### src/pkg/hostport_pkg.sv
// Constants shared by the host bus port and its FIFO
package hostport_pkg;
   localparam int DATA_W = 16;
   localparam int ADDR_W = 7;
   localparam int FIFO_DEPTH = 16;
   localparam int FIFO_AW = 4;
   localparam int CNT_W = 16;
   localparam logic [DATA_W-1:0] DATA_RST = 16'h0000;
   localparam logic [CNT_W-1:0] CNT_RST = 16'h0000;
   localparam logic [1:0] SEL_LATCH = 2'h0;
   localparam logic [1:0] SEL_TXLVL = 2'h1;
   localparam logic [1:0] SEL_RXLVL = 2'h2;
   localparam logic [1:0] SEL_FREE = 2'h3;
   localparam int CSL_NS = 32;
   localparam int CLK_NS = 100;
   localparam int CSL_CYC = (CSL_NS + CLK_NS - 1) / CLK_NS;
endpackage

### src/word_fifo.sv
// Synchronous FIFO with valid and ready on both sides
module word_fifo #(
   parameter int WIDTH = 16,
   parameter int DEPTH = 16,
   parameter int AW = 4
) (
   input wire logic clk_i,
   input wire logic rst_i,
   input wire logic in_valid_i,
   output logic in_ready_o,
   input wire logic [WIDTH-1:0] in_data_i,
   output logic out_valid_o,
   input wire logic out_ready_i,
   output logic [WIDTH-1:0] out_data_o,
   output logic [AW:0] level_o
);
   logic [WIDTH-1:0] mem [DEPTH];
   logic [AW:0] wp_r, wp_nxt, rp_r, rp_nxt;
   logic push, pop;
   logic [WIDTH-1:0] rd_data_r, rd_data_nxt;
   always_comb begin
      push = in_valid_i && in_ready_o;
      pop = out_valid_o && out_ready_i;
      wp_nxt = push ? wp_r + (AW+1)'(1) : wp_r;
      rp_nxt = pop ? rp_r + (AW+1)'(1) : rp_r;
      // Bypass keeps the head register right when a word lands on the new head slot
      rd_data_nxt = mem[rp_nxt[AW-1:0]];
      if (push && wp_r[AW-1:0] == rp_nxt[AW-1:0]) begin
         rd_data_nxt = in_data_i;
      end
   end
   always_ff @(posedge clk_i) begin
      if (rst_i) begin
         wp_r <= '0;
         rp_r <= '0;
         rd_data_r <= '0;
      end else begin
         wp_r <= wp_nxt;
         rp_r <= rp_nxt;
         rd_data_r <= rd_data_nxt;
      end
      if (push) begin
         mem[wp_r[AW-1:0]] <= in_data_i;
      end
   end
   assign level_o = wp_r - rp_r;
   assign in_ready_o = level_o != (AW+1)'(DEPTH);
   assign out_valid_o = level_o != '0;
   assign out_data_o = rd_data_r;
endmodule

### src/host_bus_port.sv
// Strobe-delimited host bus port with direct receive and transmit FIFO access
// Function
// - FIFO select burst reads return receive data
// - Direct receive mode chosen by select at read cycle start
// - Decode A[2:1], any change of A[7:1] steps FIFO burst reads
// - Direct bursts have no length limit
// - Read cycle: both low, ends either rises
// - All writes use the strobe write cycle
// - Write cycle: both low, ends either rises
// - FIFO select writes fill transmit FIFO
// - Select sampled once at cycle start, like A[2:1]
// - Data bus is 16 bits wide
// - Write data captured at cycle end
// - Counters latched at read cycle start
module host_bus_port (
   input wire logic MCLK_I,
   input wire logic SYS_RST_I,
   input wire logic CHIP_SELECT_N_I,
   input wire logic READ_STROBE_N_I,
   input wire logic WRITE_STROBE_N_I,
   input wire logic [hostport_pkg::ADDR_W:1] ADDR_I,
   input wire logic FIFO_SEL_I,
   input wire logic [hostport_pkg::DATA_W-1:0] DATA_I,
   output logic [hostport_pkg::DATA_W-1:0] DATA_O,
   output logic DATA_OE_N_O,
   input wire logic RX_VALID_I,
   input wire logic [hostport_pkg::DATA_W-1:0] RX_DATA_I,
   output logic RX_READY_O,
   output logic TX_VALID_O,
   output logic [hostport_pkg::DATA_W-1:0] TX_DATA_O,
   input wire logic TX_READY_I,
   output logic REG_WR_O,
   output logic [1:0] REG_ADDR_O,
   output logic [hostport_pkg::DATA_W-1:0] REG_DATA_O,
   input wire logic [hostport_pkg::CNT_W-1:0] COUNTER_I,
   output logic TX_FULL_O
);
   typedef enum logic [1:0] {ST_IDLE = 2'b00, ST_READ = 2'b01, ST_WRITE = 2'b10} bus_e;

   function automatic logic [1:0] lane_sel(input logic [hostport_pkg::ADDR_W:1] a);
      return a[2:1];
   endfunction

   bus_e st_r, st_nxt;
   logic [hostport_pkg::DATA_W-1:0] dout_r, dout_nxt, wdat_r, wdat_nxt;
   logic oe_n_r, oe_n_nxt, fsel_r, fsel_nxt, rx_pop_r, rx_pop_nxt;
   logic tx_push_r, tx_push_nxt, reg_wr_r, reg_wr_nxt, full_r;
   logic [1:0] a_r, a_nxt;
   logic [hostport_pkg::ADDR_W:1] addr_last_r, addr_last_nxt;
   logic [hostport_pkg::CNT_W-1:0] cnt_lat_r, cnt_lat_nxt;
   logic rd_act, wr_act;
   logic tx_in_ready, tx_out_valid, tx_take;
   logic [hostport_pkg::DATA_W-1:0] tx_out_data;
   logic [hostport_pkg::FIFO_AW:0] tx_level;

   assign rd_act = !CHIP_SELECT_N_I && !READ_STROBE_N_I;
   assign wr_act = !CHIP_SELECT_N_I && !WRITE_STROBE_N_I;

   always_comb begin
      st_nxt = st_r;
      dout_nxt = dout_r;
      oe_n_nxt = 1'b1;
      fsel_nxt = fsel_r;
      a_nxt = a_r;
      wdat_nxt = wdat_r;
      addr_last_nxt = addr_last_r;
      cnt_lat_nxt = cnt_lat_r;
      rx_pop_nxt = 1'b0;
      tx_push_nxt = 1'b0;
      reg_wr_nxt = 1'b0;
      unique case (st_r)
         ST_IDLE: begin
            if (rd_act) begin
               st_nxt = ST_READ;
               oe_n_nxt = 1'b0;
               fsel_nxt = FIFO_SEL_I;
               a_nxt = lane_sel(ADDR_I);
               addr_last_nxt = ADDR_I;
               cnt_lat_nxt = COUNTER_I;
               if (FIFO_SEL_I) begin
                  dout_nxt = RX_DATA_I;
                  rx_pop_nxt = RX_VALID_I;
               end else begin
                  dout_nxt = COUNTER_I;
               end
            end else if (wr_act) begin
               st_nxt = ST_WRITE;
               fsel_nxt = FIFO_SEL_I;
               a_nxt = lane_sel(ADDR_I);
            end
         end
         ST_READ: begin
            oe_n_nxt = !rd_act;
            if (!rd_act) begin
               st_nxt = ST_IDLE;
            end else if (fsel_r && ADDR_I != addr_last_r) begin
               addr_last_nxt = ADDR_I;
               dout_nxt = RX_DATA_I;
               rx_pop_nxt = RX_VALID_I;
            end else if (!fsel_r) begin
               dout_nxt = cnt_lat_r;
            end
         end
         ST_WRITE: begin
            wdat_nxt = DATA_I;
            if (!wr_act) begin
               st_nxt = ST_IDLE;
               tx_push_nxt = fsel_r;
               reg_wr_nxt = !fsel_r;
            end
         end
         default: st_nxt = ST_IDLE;
      endcase
   end

   always_ff @(posedge MCLK_I) begin
      if (SYS_RST_I) begin
         st_r <= ST_IDLE;
         dout_r <= hostport_pkg::DATA_RST;
         oe_n_r <= 1'b1;
         fsel_r <= 1'b0;
         a_r <= hostport_pkg::SEL_LATCH;
         wdat_r <= hostport_pkg::DATA_RST;
         addr_last_r <= '0;
         cnt_lat_r <= hostport_pkg::CNT_RST;
         rx_pop_r <= 1'b0;
         tx_push_r <= 1'b0;
         reg_wr_r <= 1'b0;
         full_r <= 1'b0;
      end else begin
         st_r <= st_nxt;
         dout_r <= dout_nxt;
         oe_n_r <= oe_n_nxt;
         fsel_r <= fsel_nxt;
         a_r <= a_nxt;
         wdat_r <= wdat_nxt;
         addr_last_r <= addr_last_nxt;
         cnt_lat_r <= cnt_lat_nxt;
         rx_pop_r <= rx_pop_nxt;
         tx_push_r <= tx_push_nxt;
         reg_wr_r <= reg_wr_nxt;
         full_r <= !tx_in_ready;
      end
   end

   word_fifo #(
      .WIDTH(hostport_pkg::DATA_W),
      .DEPTH(hostport_pkg::FIFO_DEPTH),
      .AW(hostport_pkg::FIFO_AW)
   ) tx_fifo (
      .clk_i(MCLK_I),
      .rst_i(SYS_RST_I),
      .in_valid_i(tx_push_r),
      .in_ready_o(tx_in_ready),
      .in_data_i(wdat_r),
      .out_valid_o(tx_out_valid),
      .out_ready_i(tx_take),
      .out_data_o(tx_out_data),
      .level_o(tx_level)
   );

   logic tx_v_r, tx_v_nxt;
   logic [hostport_pkg::DATA_W-1:0] tx_d_r, tx_d_nxt;
   // Output register refills only when empty or when its word is taken
   always_comb begin
      tx_take = !tx_v_r || TX_READY_I;
      tx_v_nxt = tx_v_r;
      tx_d_nxt = tx_d_r;
      if (tx_take) begin
         tx_v_nxt = tx_out_valid;
         if (tx_out_valid) begin
            tx_d_nxt = tx_out_data;
         end
      end
   end
   always_ff @(posedge MCLK_I) begin
      if (SYS_RST_I) begin
         tx_v_r <= 1'b0;
         tx_d_r <= hostport_pkg::DATA_RST;
      end else begin
         tx_v_r <= tx_v_nxt;
         tx_d_r <= tx_d_nxt;
      end
   end

   assign DATA_O = dout_r;
   assign DATA_OE_N_O = oe_n_r;
   assign RX_READY_O = rx_pop_r;
   assign TX_VALID_O = tx_v_r;
   assign TX_DATA_O = tx_d_r;
   assign REG_WR_O = reg_wr_r;
   assign REG_ADDR_O = a_r;
   assign REG_DATA_O = wdat_r;
   assign TX_FULL_O = full_r;
endmodule

### config.mk
export PLATFORM = sky130hd
export DESIGN_NAME = host_bus_port
export DESIGN_NICKNAME = d
export VERILOG_FILES = /design/src/pkg/hostport_pkg.sv /design/src/word_fifo.sv /design/src/host_bus_port.sv
export SDC_FILE = /design/constraint.sdc
export NUM_CORES = 1
export LEC_CHECK = 0
export BUFFER_PORTS_ARGS = -buffer_cell sky130_fd_sc_hd__buf_2
export CAP_MARGIN = 25
export CORE_MARGIN = 3
export CORE_UTILIZATION = 23
export CTS_BUF_LIST = sky130_fd_sc_hd__clkbuf_4 sky130_fd_sc_hd__clkbuf_8
export DETAILED_ROUTE_END_ITERATION = 12
export PLACE_DENSITY = 0.46
export RECOVER_POWER = 25
export SYNTH_ARGS = -nofsm -noshare
export SYNTH_HDL_FRONTEND = slang
export SYNTH_SLANG_ARGS = --single-unit
### constraint.sdc
create_clock -name MCLK_I -period 13.1 [get_ports MCLK_I]
set_input_delay 0 -clock MCLK_I [delete_from_list [all_inputs] [get_ports MCLK_I]]
set_output_delay 0 -clock MCLK_I [all_outputs]
set_load 0.1 [all_outputs]
==> impl_summary.txt <==
----------------------------------------------------
[Drt]
  Antenna Violating Nets Remaining ... 0
  Final routed wirelength across all metal layers ... 49.1 mm
  Total via count after detailed routing ... around 11000
  Remaining DRCs ... 0
  Average wire length per cell after detail routing ... 20.8 um
  Number of DRC markers in iteration 0 ... 794
  Initial DRT Pass Iterations ... 5
  Detail-routed via count per cell ... 4.66

[Critical path]
  Worst EP arrival ... ~5200 ps
  Startpoint of the worst-slack reg-to-reg timing path ... tx_fifo.rp_r[1]$_SDFF_PP0_
  Setup CP Type ... reg2reg
  Maximum fanout along the worst path ... 40
  R2R Setup Slk ... 8370 ps
  Critical path startpoint category ... register
  Type of element capturing the critical path ... register
  Launching element of the worst setup path ... tx_fifo.rp_r[1]$_SDFF_PP0_
  Critical path data required time ... 13600 ps
  FF-to-FF path depth ... 11
  Worst r2r dst ... tx_fifo.out_data_o[11]$_SDFF_PP0_

[CTS]
  Number of levels in the clock H-tree ... 2
  Clock Pin Slew Worst Setup and Hold Paths ... 70 ps
  CTS Buf Count ... 59
  Clock buffer depth ... 3
  Latest clock arrival within the worst-skew pair ... 670 ps
  Count of cells resized by post-cts repair ... 0
  Clock root buffer ... clkbuf_8
  Sink count of the clock tree ... ~360
  CTS tree ... built

[Global routing]
  Total grt overflow ... 0
  Vias in the first global route ... 11579
  Global-route wire length before repair ... 74.0 mm
  Pin count of the biggest net entering global routing ... between 50 and 60
  Number of antenna violations at the first check in global routing ... 1
  Overall track demand over capacity in global routing ... between 10% and 20%

[Timing]
  Worst slew pin tran ... between 900 and 1000 ps
  Total negative slack ... 0 ps
  Ratio of final minimum period to clock period ... between 30 and 40%
  Final hold violations ... 0
  Worst hold-check slack ... approximately 120 ps
  Number of endpoints failing setup at the final stage ... 0
  Worst clock skew ... about 25 ps
  Normalized max-slew margin ... roughly a third
  Number of max-slew violations in the final report ... 0
  Unrepaired setup endpoints after global routing ... false
  Fmax ... 211 MHz
  Crit path time final ... 4730 ps
  Worst path setup slack after routing ... 8370 ps

[Min path]
  Number of instances on the worst hold path ... 4
  Class of the most critical hold timing path ... in2reg
  End of the worst hold path ... REG_DATA_O[13]$_SDFFE_PP0N_
  Worst hold start ... DATA_I[13]

[Yosys]
  Most common flop cell mapped by yosys ... edfxtp_1
  Number of warnings issued by yosys ... 0
  Synth top area cells ... edfxtp_1, mux4_2, dfxtp_1
  Most area-hungry cell type in the Yosys netlist ... edfxtp_1
  Count of unique library cells instantiated by Yosys ... 50
  Mean area per synthesized cell ... approximately 15 um^2
  Number of register bits inferred by synthesis ... 364
  Part of the Yosys area used for sequential elements ... approximately three fifths
  Area share of the largest cell type after synthesis ... a little under half
  Cell area after synthesis ... 16600 um^2
  Asr flop ratio synth ... 0%
  Mapped Nets ... 1216
  Number of synthesized flops with an enable pin ... 256
  Cells after synthesis ... 1144

[Pwr]
  Power per cell area ... 183 nW/um^2
  Proportion of power drawn by flip-flops and latches ... 36.4%
  Part of the power in the clock network ... around 27%
  Switching power ... 1.33 mW
  Combinational group share of total power ... 36.5%
  Final total power ... 3.75 mW
  Static power due to leakage ... 6.88 nW
  Worst voltage drop across the vdd grid ... 0.113 mV
  Total internal power ... roughly 2.4 mW
  Switching share of power ... 35.4%

[Placed design]
  IO Port Bufs ... 117
  RD Place Congestion ... 0.782
  Estimated wirelength of the detail-placed design ... 30.1 mm
  Place WS ... 8390 ps

[Floorplan]
  Number of placed I/O pins ... 118
  Row cnt ... 97
  Initial core utilization ... a little under a quarter
  Full die area ... 75400 um^2
  Width of the die ... 275 um
  Vertical die dimension ... 275 um
  Placeable core area ... 70800 um^2

[Job]
  Number of maximum-capacitance violations ... 0

[Final layout]
  Nets ... 1444
  Fraction of final layout cells with drive strength greater than 1 ... 30.3%
  Area growth syn-to-layout ... 23.6%

[Run status]
  Result of the run ... finished, final reports clean

----------------------------------------------------
[cells by family after synthesis]
group	share of synthesized area [%]
compound gates	7.47
xor+xnor	1.29
fa+ha+maj	0.678
buf+inv	2.13
flops	59.3
mux	22.4
simple gates	6.72
[worst max-delay path by stage]
stage	endpoint	slack (ps)	cells past startpoint
after floorplan	tx_fifo.mem[3][0]$_DFFE_PP_	8770	12
after global placement	tx_fifo.out_data_o[11]$_SDFF_PP0_	8450	11
after detailed placement	tx_fifo.out_data_o[11]$_SDFF_PP0_	8390	11
after CTS	tx_fifo.out_data_o[11]$_SDFF_PP0_	8350	11
after global routing	tx_fifo.out_data_o[11]$_SDFF_PP0_	8040	11
final	tx_fifo.out_data_o[11]$_SDFF_PP0_	8370	11
[cells in the mapped netlist (2+ instances only)]
cell and instances:
edfxtp_1 256, nand2_1 142, mux4_2 128, a21oi_1 118, dfxtp_1 108, mux2i_1 65, clkbuf_1 62, nor2_1 53
nor3_1 41, o41ai_1 16, mux2_2 15, buf_2 13, xnor2_1 13, a221o_1 10, a31oi_2 9, ha_1 9
inv_1 8, o211ai_1 8, xor2_1 7, a31oi_1 6, nand2b_1 6, nor4_1 5, o21ai_1 5, buf_1 4
o21ai_0 3, or3_1 3, a2111oi_0 2, a21oi_2 2, nand4_1 2, nor2b_1 2, o21bai_1 2, o41a_1 2
or4_1 2
[final cells by class]
type	count	area [um^2]
diodes	1	2.50
clock buffers	84	1040
clock inverters	27	181
fillers	7115	50200
inverters	8	30.0
multi-input cells	692	6460
flip-flops and latches	364	9860
well taps	940	1180
repair buffers	247	1780
[placed cells by master (no fill, tap or decap), types with 3 or more instances in the layout]
cell	n
buf_2	117
a31oi_2	9
a221o_1	10
o21ai_1	5
nor3_2	4
xnor2_1	13
nor4_1	4
nand2b_1	6
mux2i_1	65
a21oi_1	118
o41ai_1	16
xor2_1	7
nor2_2	7
inv_1	8
nor3_1	37
clkbuf_8	65
dlygate4sd3_1	87
clkinv_2	8
buf_4	38
ha_1	8
clkbuf_1	4
dfxtp_1	106
mux4_2	128
nor2_1	45
clkbuf_4	19
clkinv_1	14
o211ai_1	8
o21ai_0	3
edfxtp_1	256
a31oi_1	6
nand2_1	142
or3_1	3
mux2_2	15
[per-layer routing]
layer,global-route usage (%),routed length [um]
met5,0,0
met4,5.53,1860
met3,2.56,2580
met2,21.4,24000
met1,16.6,20600
[repair_timing]
item                      in CTS  in global routing
hold endpoints to repair      65                  0
hold buffers                  87                  0
setup buffers                  0                  0
[critical path, cell delays in order (launching register included)]
cell and delay (ps):
dfxtp_4 790, inv_1 110, ha_1 330, nor2b_2 180, o211ai_1 230, a21oi_2 140
o41ai_4 360, buf_4 660, nor3_1 170, o21ai_2 640, or3_1 770, a31oi_1 180
[power groups by stage]
stage | Combinational, mW | Sequential [mW] | Clock [mW]
floorplan | 0.937 | 1.47 | 0
global placement | 1.36 | 1.39 | 0
detailed placement | 1.36 | 1.39 | 0
CTS | 1.39 | 1.37 | 1.05
global route | 1.47 | 1.37 | 1.10
finish | 1.37 | 1.36 | 1.02
[through the flow]
stage                     std cells  util (%)  instance area (um^2)
final                          2363      29.0                 20500
after global routing           2363      29.0                 20500
after CTS                      2360      29.0                 20500
after detailed placement       2162      26.0                 18400
after global placement         2161      26.0                 18400
after floorplan                1144         -                 16600
[state kept, by name, indices dropped and copies added, names as in the netlist]
signal and cells:
tx_fifo.wp_r 5, TX_VALID_O 1, tx_fifo.mem 256, REG_DATA_O 16, DATA_OE_N_O 1, TX_FULL_O 1
st_r 2, DATA_O 16, tx_fifo.out_data_o 16, tx_push_r 1, fsel_r 1, addr_last_r 7
REG_ADDR_O 2, REG_WR_O 1, RX_READY_O 1, TX_DATA_O 16, tx_fifo.rp_r 5, cnt_lat_r 16
Note: power is estimated with default switching activity, not from simulation.
